`src/design/rpm_pkg.sv`:
```
// Shared constants, types and helpers of the reflex timing unit
package rpm_pkg;
	// Clock and 0.1 ms time base
	localparam int CLK_PERIOD_NS = 10;
	localparam int TICK_PERIOD_NS = 100000;
	localparam int TICK_CYC = (TICK_PERIOD_NS + CLK_PERIOD_NS - 1) / CLK_PERIOD_NS;

	// Register port widths
	localparam int ADDR_W = 8;
	localparam int DATA_W = 32;
	localparam int IVAL_W = 16;

	// Register byte addresses
	localparam logic [7:0] OFS_PWM_FIRST = 8'h00;
	localparam logic [7:0] OFS_PWM_SECOND = 8'h04;
	localparam logic [7:0] OFS_UDS_FIRST = 8'h08;
	localparam logic [7:0] OFS_UDS_SECOND = 8'h0C;
	localparam logic [7:0] OFS_SPM_FIRST = 8'h10;
	localparam logic [7:0] OFS_SPM_SECOND = 8'h14;
	localparam logic [7:0] OFS_STATE = 8'h18;
	localparam logic [7:0] OFS_IRQ_STATUS = 8'h1C;
	localparam logic [7:0] OFS_IRQ_CLEAR = 8'h20;
	localparam logic [7:0] OFS_IRQ_ENABLE = 8'h24;

	// Interval reset values, in ticks
	localparam logic [15:0] RST_PWM_FIRST = 16'h000A;
	localparam logic [15:0] RST_PWM_SECOND = 16'h0005;
	localparam logic [15:0] RST_UDS_FIRST = 16'h0064;
	localparam logic [15:0] RST_UDS_SECOND = 16'h0032;
	localparam logic [15:0] RST_SPM_FIRST = 16'h0032;
	localparam logic [15:0] RST_SPM_SECOND = 16'h0064;

	// Interrupt bits
	localparam int IRQ_N = 3;
	localparam int IRQ_UDS_STOP = 0;
	localparam int IRQ_SPM_FAST = 1;
	localparam int IRQ_SPM_SLOW = 2;
	localparam logic [2:0] RST_IRQ_ENABLE = 3'h0;

	// State register fields
	localparam int ST_OUT_LSB = 0;
	localparam int ST_IN_LSB = 8;

	typedef logic [15:0] rpm_ival_t;
	typedef enum logic [1:0] {UDS_IDLE, UDS_MASK, UDS_WATCH, UDS_STOP} rpm_uds_e;
	typedef enum logic [1:0] {SPM_IDLE, SPM_LOW, SPM_HIGH} rpm_spm_e;

	// Saturating tick count increment
	function automatic rpm_ival_t rpm_inc(input rpm_ival_t v);
		rpm_inc = (v == 16'hFFFF) ? v : v + 16'h0001;
	endfunction
endpackage

```
`src/design/rpm_edge_if.sv`:
```
// Synchronised level and edge strobes of one input pin
`timescale 1ns/1ns
`default_nettype none
interface rpm_edge_if;
	logic level;
	logic rise;
	logic fall;
	modport src (output level, output rise, output fall);
	modport snk (input level, input rise, input fall);
endinterface
`default_nettype wire

```
`src/design/rpm_sync_edge.sv`:
```
// Two-stage pin synchroniser with edge detection
`timescale 1ns/1ns
`default_nettype none
module rpm_sync_edge (
	input wire logic clk_sys,
	input wire logic reset_n,
	input wire logic pin,
	rpm_edge_if.src edge_o
);
	logic meta_r;
	logic sync_r;
	logic last_r;

	// sync then edge
	always_ff @(posedge clk_sys) begin
		if (!reset_n) begin
			meta_r <= 1'b0;
			sync_r <= 1'b0;
			last_r <= 1'b0;
		end else begin
			meta_r <= pin;
			sync_r <= meta_r;
			last_r <= sync_r;
		end
	end

	assign edge_o.level = sync_r;
	assign edge_o.rise = sync_r & ~last_r;
	assign edge_o.fall = ~sync_r & last_r;
endmodule
`default_nettype wire

```
`src/design/rpm_tick.sv`:
```
// Divider producing the 0.1 ms tick strobe
`timescale 1ns/1ns
`default_nettype none
module rpm_tick #(
	parameter int unsigned TICK_CYCLES = rpm_pkg::TICK_CYC
) (
	input wire logic clk_sys,
	input wire logic reset_n,
	output logic tick
);
	logic [31:0] div_r;

	// one-cycle tick
	always_ff @(posedge clk_sys) begin
		if (!reset_n) begin
			div_r <= 32'h0;
			tick <= 1'b0;
		end else if (div_r >= TICK_CYCLES - 32'd1) begin
			div_r <= 32'h0;
			tick <= 1'b1;
		end else begin
			div_r <= div_r + 32'h1;
			tick <= 1'b0;
		end
	end
endmodule
`default_nettype wire

```
`src/design/rpm_reflex_top.sv`:
```
// Reflex timing unit: pulse-width generator, underspeed detector, speed monitor
// Operation
// Generator output period is first_interval ticks, high for second_interval ticks.
// Generator enable rising edge starts oscillation and sets its auxiliary flag.
// Generator enable low holds output low and clears auxiliary flag.
// Generator output stays high when second_interval is not below first_interval.
// Period counted in 0.1 ms ticks; controller programs 5 to 65535.
// High time counted in 0.1 ms ticks; controller programs 2 to 65534.
// Detector enable rising edge starts first_interval masking and raises its output.
// After masking, every feedback edge restarts the second_interval timeout.
// Detector timeout expiry drops output and raises auxiliary end-of-movement flag.
// Detector or monitor enable low forces both its outputs low.
// Monitor enable rising edge starts first_interval timeout and raises its output.
// Low-speed monitor restarts first_interval timeout on each feedback rising edge.
// Feedback edges closer than first_interval raise speed output, start second_interval.
// High-speed monitor restarts on edges; gap beyond second_interval drops speed output.
// Controller keeps monitor second_interval strictly above first_interval.
// A one-cycle 0.1 ms tick advances every interval counter.
// Enable and feedback pins are synchronised and edge-detected against registered copies.
//
// Local design decisions: the plain strobed port and the address map.
`timescale 1ns/1ns
`default_nettype none
module rpm_reflex_top #(
	parameter int unsigned TICK_CYCLES = rpm_pkg::TICK_CYC
) (
	input wire logic clk_sys,
	input wire logic reset_n,
	input wire logic [rpm_pkg::ADDR_W-1:0] reg_addr,
	input wire logic [rpm_pkg::DATA_W-1:0] reg_wdata,
	input wire logic reg_wr,
	input wire logic reg_rd,
	output logic [rpm_pkg::DATA_W-1:0] reg_rdata,
	input wire logic pwm_enable,
	input wire logic uds_enable,
	input wire logic uds_feedback,
	input wire logic spm_enable,
	input wire logic spm_feedback,
	output logic pwm_out,
	output logic pwm_aux,
	output logic uds_out,
	output logic uds_aux,
	output logic spm_out,
	output logic spm_aux,
	output logic irq
);
	import rpm_pkg::*;

	logic tick_w;
	rpm_edge_if pwm_en ();
	rpm_edge_if uds_en ();
	rpm_edge_if uds_fb ();
	rpm_edge_if spm_en ();
	rpm_edge_if spm_fb ();

	// shared time base
	rpm_tick #(.TICK_CYCLES(TICK_CYCLES)) u_tick (
		.clk_sys(clk_sys),
		.reset_n(reset_n),
		.tick(tick_w)
	);

	rpm_sync_edge u_pwm_en (
		.clk_sys(clk_sys),
		.reset_n(reset_n),
		.pin(pwm_enable),
		.edge_o(pwm_en)
	);

	rpm_sync_edge u_uds_en (
		.clk_sys(clk_sys),
		.reset_n(reset_n),
		.pin(uds_enable),
		.edge_o(uds_en)
	);

	rpm_sync_edge u_uds_fb (
		.clk_sys(clk_sys),
		.reset_n(reset_n),
		.pin(uds_feedback),
		.edge_o(uds_fb)
	);

	rpm_sync_edge u_spm_en (
		.clk_sys(clk_sys),
		.reset_n(reset_n),
		.pin(spm_enable),
		.edge_o(spm_en)
	);

	rpm_sync_edge u_spm_fb (
		.clk_sys(clk_sys),
		.reset_n(reset_n),
		.pin(spm_feedback),
		.edge_o(spm_fb)
	);

	// Interval registers, in ticks; interrupt and read-back state
	rpm_ival_t pwm_first_r;
	rpm_ival_t pwm_second_r;
	rpm_ival_t uds_first_r;
	rpm_ival_t uds_second_r;
	rpm_ival_t spm_first_r;
	rpm_ival_t spm_second_r;
	logic [IRQ_N-1:0] irq_stat_r;
	logic [IRQ_N-1:0] irq_en_r;
	logic [IRQ_N-1:0] irq_clr_w;
	logic [IRQ_N-1:0] irq_evt_w;
	logic [DATA_W-1:0] rd_mux_w;
	logic [DATA_W-1:0] reg_rdata_r;
	logic irq_r;

	// Generator state
	logic pwm_run_r;
	rpm_ival_t pwm_cnt_r;
	logic pwm_out_r;

	// Detector state
	rpm_uds_e uds_state_r;
	rpm_ival_t uds_cnt_r;
	logic uds_out_r;
	logic uds_aux_r;
	logic uds_stop_w;

	// Monitor state
	rpm_spm_e spm_state_r;
	rpm_ival_t spm_cnt_r;
	logic spm_seen_r;
	logic spm_out_r;
	logic spm_aux_r;
	logic spm_fast_w;
	logic spm_slow_w;

	// Configuration writes
	always_ff @(posedge clk_sys) begin
		if (!reset_n) begin
			pwm_first_r <= RST_PWM_FIRST;
			pwm_second_r <= RST_PWM_SECOND;
			uds_first_r <= RST_UDS_FIRST;
			uds_second_r <= RST_UDS_SECOND;
			spm_first_r <= RST_SPM_FIRST;
			spm_second_r <= RST_SPM_SECOND;
			irq_en_r <= RST_IRQ_ENABLE;
		end else if (reg_wr) begin
			unique case (reg_addr)
				OFS_PWM_FIRST: pwm_first_r <= reg_wdata[IVAL_W-1:0];
				OFS_PWM_SECOND: pwm_second_r <= reg_wdata[IVAL_W-1:0];
				OFS_UDS_FIRST: uds_first_r <= reg_wdata[IVAL_W-1:0];
				OFS_UDS_SECOND: uds_second_r <= reg_wdata[IVAL_W-1:0];
				OFS_SPM_FIRST: spm_first_r <= reg_wdata[IVAL_W-1:0];
				OFS_SPM_SECOND: spm_second_r <= reg_wdata[IVAL_W-1:0];
				OFS_IRQ_ENABLE: irq_en_r <= reg_wdata[IRQ_N-1:0];
				default: ;
			endcase
		end
	end

	assign irq_clr_w = (reg_wr && reg_addr == OFS_IRQ_CLEAR) ? reg_wdata[IRQ_N-1:0] : '0;

	// Read multiplexer; unmapped and write-only addresses read zero
	always_comb begin
		rd_mux_w = '0;
		unique case (reg_addr)
			OFS_PWM_FIRST: rd_mux_w[IVAL_W-1:0] = pwm_first_r;
			OFS_PWM_SECOND: rd_mux_w[IVAL_W-1:0] = pwm_second_r;
			OFS_UDS_FIRST: rd_mux_w[IVAL_W-1:0] = uds_first_r;
			OFS_UDS_SECOND: rd_mux_w[IVAL_W-1:0] = uds_second_r;
			OFS_SPM_FIRST: rd_mux_w[IVAL_W-1:0] = spm_first_r;
			OFS_SPM_SECOND: rd_mux_w[IVAL_W-1:0] = spm_second_r;
			OFS_STATE: begin
				rd_mux_w[ST_OUT_LSB +: 6] = {spm_aux_r, spm_out_r, uds_aux_r,
					uds_out_r, pwm_run_r, pwm_out_r};
				rd_mux_w[ST_IN_LSB +: 5] = {spm_fb.level, spm_en.level, uds_fb.level,
					uds_en.level, pwm_en.level};
			end
			OFS_IRQ_STATUS: rd_mux_w[IRQ_N-1:0] = irq_stat_r;
			OFS_IRQ_ENABLE: rd_mux_w[IRQ_N-1:0] = irq_en_r;
			default: ;
		endcase
	end

	// Read data valid only in the cycle after the strobe
	always_ff @(posedge clk_sys) begin
		if (!reset_n) begin
			reg_rdata_r <= '0;
		end else begin
			reg_rdata_r <= reg_rd ? rd_mux_w : '0;
		end
	end

	// Sticky events; a new event wins over a clear in the same cycle
	assign irq_evt_w = {spm_slow_w, spm_fast_w, uds_stop_w};

	always_ff @(posedge clk_sys) begin
		if (!reset_n) begin
			irq_stat_r <= '0;
			irq_r <= 1'b0;
		end else begin
			irq_stat_r <= (irq_stat_r & ~irq_clr_w) | irq_evt_w;
			irq_r <= |(irq_stat_r & irq_en_r);
		end
	end

	// Generator run flag and phase counter
	always_ff @(posedge clk_sys) begin
		if (!reset_n) begin
			pwm_run_r <= 1'b0;
			pwm_cnt_r <= '0;
		end else if (!pwm_en.level) begin
			// stop and clear flag
			pwm_run_r <= 1'b0;
			pwm_cnt_r <= '0;
		end else if (pwm_en.rise) begin
			// start and set flag
			pwm_run_r <= 1'b1;
			pwm_cnt_r <= '0;
		end else if (pwm_run_r && tick_w) begin
			// period wraps in ticks
			if (rpm_inc(pwm_cnt_r) >= pwm_first_r) begin
				pwm_cnt_r <= '0;
			end else begin
				pwm_cnt_r <= rpm_inc(pwm_cnt_r);
			end
		end
	end

	// Generator output
	always_ff @(posedge clk_sys) begin
		if (!reset_n) begin
			pwm_out_r <= 1'b0;
		end else if (!pwm_run_r || !pwm_en.level) begin
			// held low when stopped
			pwm_out_r <= 1'b0;
		end else if (pwm_second_r >= pwm_first_r) begin
			// permanently high
			pwm_out_r <= 1'b1;
		end else begin
			// high for the first second_interval ticks
			pwm_out_r <= pwm_cnt_r < pwm_second_r;
		end
	end

	// timeout expiry with no restarting edge
	assign uds_stop_w = uds_en.level && !uds_en.rise && uds_state_r == UDS_WATCH &&
		!(uds_fb.rise || uds_fb.fall) && tick_w && rpm_inc(uds_cnt_r) >= uds_second_r;

	// Underspeed detector
	always_ff @(posedge clk_sys) begin
		if (!reset_n) begin
			uds_state_r <= UDS_IDLE;
			uds_cnt_r <= '0;
			uds_out_r <= 1'b0;
			uds_aux_r <= 1'b0;
		end else if (!uds_en.level) begin
			// disable clears both
			uds_state_r <= UDS_IDLE;
			uds_cnt_r <= '0;
			uds_out_r <= 1'b0;
			uds_aux_r <= 1'b0;
		end else if (uds_en.rise) begin
			// start masking
			uds_state_r <= UDS_MASK;
			uds_cnt_r <= '0;
			uds_out_r <= 1'b1;
			uds_aux_r <= 1'b0;
		end else begin
			unique case (uds_state_r)
				UDS_IDLE, UDS_STOP: ;
				UDS_MASK: begin
					if (tick_w) begin
						if (rpm_inc(uds_cnt_r) >= uds_first_r) begin
							uds_state_r <= UDS_WATCH;
							uds_cnt_r <= '0;
						end else begin
							uds_cnt_r <= rpm_inc(uds_cnt_r);
						end
					end
				end
				UDS_WATCH: begin
					if (uds_fb.rise || uds_fb.fall) begin
						// any edge restarts timeout
						uds_cnt_r <= '0;
					end else if (uds_stop_w) begin
						// end of movement
						uds_state_r <= UDS_STOP;
						uds_out_r <= 1'b0;
						uds_aux_r <= 1'b1;
					end else if (tick_w) begin
						uds_cnt_r <= rpm_inc(uds_cnt_r);
					end
				end
			endcase
		end
	end

	// close pair of rising edges
	assign spm_fast_w = spm_en.level && !spm_en.rise && spm_state_r == SPM_LOW &&
		spm_fb.rise && spm_seen_r && spm_cnt_r < spm_first_r;
	// gap beyond second_interval
	assign spm_slow_w = spm_en.level && !spm_en.rise && spm_state_r == SPM_HIGH &&
		!spm_fb.rise && tick_w && rpm_inc(spm_cnt_r) > spm_second_r;

	// Speed monitor
	always_ff @(posedge clk_sys) begin
		if (!reset_n) begin
			spm_state_r <= SPM_IDLE;
			spm_cnt_r <= '0;
			spm_seen_r <= 1'b0;
			spm_out_r <= 1'b0;
			spm_aux_r <= 1'b0;
		end else if (!spm_en.level) begin
			// disable clears both
			spm_state_r <= SPM_IDLE;
			spm_cnt_r <= '0;
			spm_seen_r <= 1'b0;
			spm_out_r <= 1'b0;
			spm_aux_r <= 1'b0;
		end else if (spm_en.rise) begin
			// start low-speed timing
			spm_state_r <= SPM_LOW;
			spm_cnt_r <= '0;
			spm_seen_r <= 1'b0;
			spm_out_r <= 1'b1;
			spm_aux_r <= 1'b0;
		end else begin
			unique case (spm_state_r)
				SPM_IDLE: ;
				SPM_LOW: begin
					if (spm_fast_w) begin
						// enter high speed
						spm_state_r <= SPM_HIGH;
						spm_aux_r <= 1'b1;
						spm_cnt_r <= '0;
					end else if (spm_fb.rise) begin
						// restart first_interval timeout
						spm_cnt_r <= '0;
						spm_seen_r <= 1'b1;
					end else if (tick_w) begin
						spm_cnt_r <= rpm_inc(spm_cnt_r);
					end
				end
				SPM_HIGH: begin
					if (spm_fb.rise) begin
						// restart second_interval timeout
						spm_cnt_r <= '0;
					end else if (spm_slow_w) begin
						// back to low speed
						spm_state_r <= SPM_LOW;
						spm_aux_r <= 1'b0;
						spm_cnt_r <= '0;
						spm_seen_r <= 1'b0;
					end else if (tick_w) begin
						spm_cnt_r <= rpm_inc(spm_cnt_r);
					end
				end
			endcase
		end
	end

	assign reg_rdata = reg_rdata_r;
	assign pwm_out = pwm_out_r;
	assign pwm_aux = pwm_run_r;
	assign uds_out = uds_out_r;
	assign uds_aux = uds_aux_r;
	assign spm_out = spm_out_r;
	assign spm_aux = spm_aux_r;
	assign irq = irq_r;
endmodule
`default_nettype wire

```
`config.mk`:
```
export PLATFORM = sky130hd
export DESIGN_NAME = rpm_reflex_top
export DESIGN_NICKNAME = d
export VERILOG_FILES = /design/src/design/rpm_pkg.sv /design/src/design/rpm_edge_if.sv /design/src/design/rpm_sync_edge.sv /design/src/design/rpm_tick.sv /design/src/design/rpm_reflex_top.sv
export SDC_FILE = /design/constraint.sdc
export NUM_CORES = 1
export LEC_CHECK = 0
export ABC_AREA = 1
export BUFFER_PORTS_ARGS = -buffer_cell sky130_fd_sc_hd__buf_2
export CAP_MARGIN = 20
export CELL_PAD_IN_SITES_DETAIL_PLACEMENT = 0
export CELL_PAD_IN_SITES_GLOBAL_PLACEMENT = 2
export CORE_MARGIN = 5
export CORE_UTILIZATION = 36
export DETAILED_ROUTE_END_ITERATION = 7
export GPL_TIMING_DRIVEN = 0
export PLACE_DENSITY_LB_ADDON = 0.25
export REMOVE_ABC_BUFFERS = 1
export SLEW_MARGIN = 15
export SYNTH_ARGS = -nofsm -noshare
export SYNTH_HDL_FRONTEND = slang
export SYNTH_SLANG_ARGS = --single-unit
```
`constraint.sdc`:
```
create_clock -name clk_sys -period 5.5 [get_ports clk_sys]
set_input_delay 0 -clock clk_sys [delete_from_list [all_inputs] [get_ports clk_sys]]
set_output_delay 0 -clock clk_sys [all_outputs]
set_load 0.1 [all_outputs]
```
==> reports/metrics.yaml <==
status: "finished clean"
crit_family: "simple AND/OR/NAND/NOR gates"
min_period_ps: 3800
ys_seq_area_share_pct: 35.3
cts_max_path_buffers: 3
ios: 88
rsz0062_at_grt: "no"
setup_viol: 0
syn_inst: 1727
routed_wl_microns: 39600
die_h_microns: 198
final.setup.worst_slack_ps: 1700
overflow: 0
cp_num_buf_inv: 3
port_buffers: 55
worst_ep_required_time_ps: 5900
wl_per_cell_microns: 17.4
nNetsFinal: 1966
synth_top_cells_by_area: "dfxtp_1, ha_1, nand2_1"
worst_clock_skew_ps: 14.0
postCtsResizedCells: 0
regMostFlops: "u_tick.div_r"
maxCapViolations: 0
critical_path.cell_chain: "ha_1 -> nand2_1 -> inv_2 -> nand2_2 -> nor2_4 -> nand3_2 -> nor2_4 -> inv_2 -> o21ai_2 -> ha_1 -> a21oi_1 -> o21ai_0 -> a21oi_1 -> nand3_1 -> nand2_2 -> nand2_2 -> nor2_4 -> inv_2 -> nand2_1 -> a21oi_1"
drv_slew: 0
cts_buffers: 28
post_cts_buffers: 0
yosys.area.top_type_share_pct: 35.3
drt_iter0_markers: 665
first_pass_iters: 5
ant_nets: 0
synth_edf_count: 0
crit_path_start_kind: "register"
antenna_found_initial: 0
period_share_pct: 69.1
leakage_nw: 6.27
hp-class: "input port to register"
largest_register_ffs: 32
netlist_area_sq_um: 12800
cts.sinks: 225
pre_cts_ws_ps: 1660
vias: 11440
dieArea_sq_um: 39300
diodes: 0
hpwlAfterDp_microns: 30200
ir_drop_uv: 218
cts-hold-fix-buffers: 25
power_density_nw_per_um2: 273
grt_pass1_wl_microns: 62800
fin_util_pct: 41.7
remaining_drc_errors: 0
synth_top_cell_by_area: "dfxtp_1"
num_rows: 69
yosys_warnings: 0
p_total_mw: 4.02
synth_cell_types: 54
slew_headroom_pct: 37.9
area_growth_syn_to_layout_pct: 15.6
worstSetupEndpointType: "register"
die_w_microns: 198
critical_path.max_stage_delay_ps: 440
clk_pin_slew_ps: 60
coreArea_sq_um: 35300
initial_core_util_pct: 36.1
cts_tree: "built"
synth-seq-cells: 225
yosys_most_used_dff: "dfxtp_1"
crit_type: "register to register"
drive_above_1_share_pct: 10.7
clock_latency_ps: 560
async_reset_ff_share_pct: 0
fmax_mhz: 263
tns_ps: 0
htreeDepth: 1
slowest_stage: "dfxtp_1"
tightest_slew_ps: 928
syn_area_per_cell_sq_um: 7.39
finalHoldViolations: 0
grt_usage_pct: 20.1
place_congestion: 0.857
via_per_inst: 5.01
grt_max_degree: 83
critPathMaxFanout: 17
worstPathArrival_ps: 4200
grt_pass1_vias: 10830
clk_root_buffer_cell: "clkbuf_16"
[stage by stage]
stage / hold slack [ps] / cell area (sq um) / std cells
finish: 25.8 / 14700 / 2282
global route: 50.1 / 14700 / 2282
CTS: 7.29 / 14700 / 2282
detailed placement: 186 / 13400 / 2205
global placement: 183 / 13300 / 2204
floorplan: 93.5 / 12500 / 1688
[cell families after synthesis]
family                     after synthesis  share of synthesized area (%)
xor gates and xnor gates                42                           2.88
other                                    1                         0.0294
adders and majority gates              118                           11.6
AOI/OAI and AO/OA                      427                           18.4
DFF                                    225                           35.3
buffers and inverters                  313                           10.1
and+or+nand+nor                        601                           21.7
[tightest hold or removal path, stage by stage]
cell and delay (ps):
buf_2 80, nor2_2 40, inv_1 70, nor4_2 70
inv_1 80, nor2_2 70, a21oi_1 130
[routing by layer]
metal / wire [microns] / part of all wire [%] / global-route usage (%)
met3: 2020 / 5.1 / 2.93
met2: 18100 / 46 / 33.0
met4: 756 / 1.9 / 4.31
met1: 18700 / 47 / 28.2
met5: 0 / 0 / 0
[cells in the mapped netlist, drive strengths merged (2+ instances only)]
cell type	instances
a31o	2
o21ai	124
xor2	36
o21a	2
a221oi	7
ha	118
xnor2	6
nor3	30
nand2	332
a211oi	3
nor3b	5
nor2	111
nor4	11
nand3b	3
a21oi	223
dfxtp	225
nand3	79
o211ai	27
a21o	2
o31ai	2
nand4	23
clkbuf	32
o21bai	2
inv	241
o22ai	23
or2	6
buf	40
a31oi	6
[path summary, 6_finish.rpt]
kind,startpoint,endpoint,slack [ps],depth (start not counted)
worst max-delay path,uds_cnt_r[0],uds_cnt_r[0],1700,20
worst min-delay path,reg_addr[6],irq_en_r[0],30,7
worst max register to register,uds_cnt_r[0],uds_cnt_r[0],1700,20
worst min register to register,u_pwm_en.meta_r,u_pwm_en.edge_o.level,400,2
[final cells by class]
type | count | area [sq um]
Tap cell | 461 | 577
Multi-Input combinational cell | 1222 | 7080
Fill cell | 3645 | 20600
Clock buffer | 40 | 867
Inverter | 241 | 907
Clock inverter | 12 | 249
Timing Repair Buffer | 81 | 556
Sequential cell | 225 | 4500
[power by group]
part	switching (mW)	internal, mW	leakage, nW
registers	0.0100	1.64	1.82
logic	0.133	0.0410	3.91
clock network	0.768	1.42	0.546
total	0.911	3.11	6.27
[placed cells by master (no fill, tap or decap), types with 29 or more instances in the layout]
cell,n
xor2_1,36
dfxtp_1,225
nor2_1,95
o21ai_0,97
conb_1,34
buf_2,54
a21oi_1,222
ha_1,118
nand2_1,306
nand3_1,74
inv_1,217
clkbuf_16,29
No activity file was read; power rests on OpenSTA's default activity.
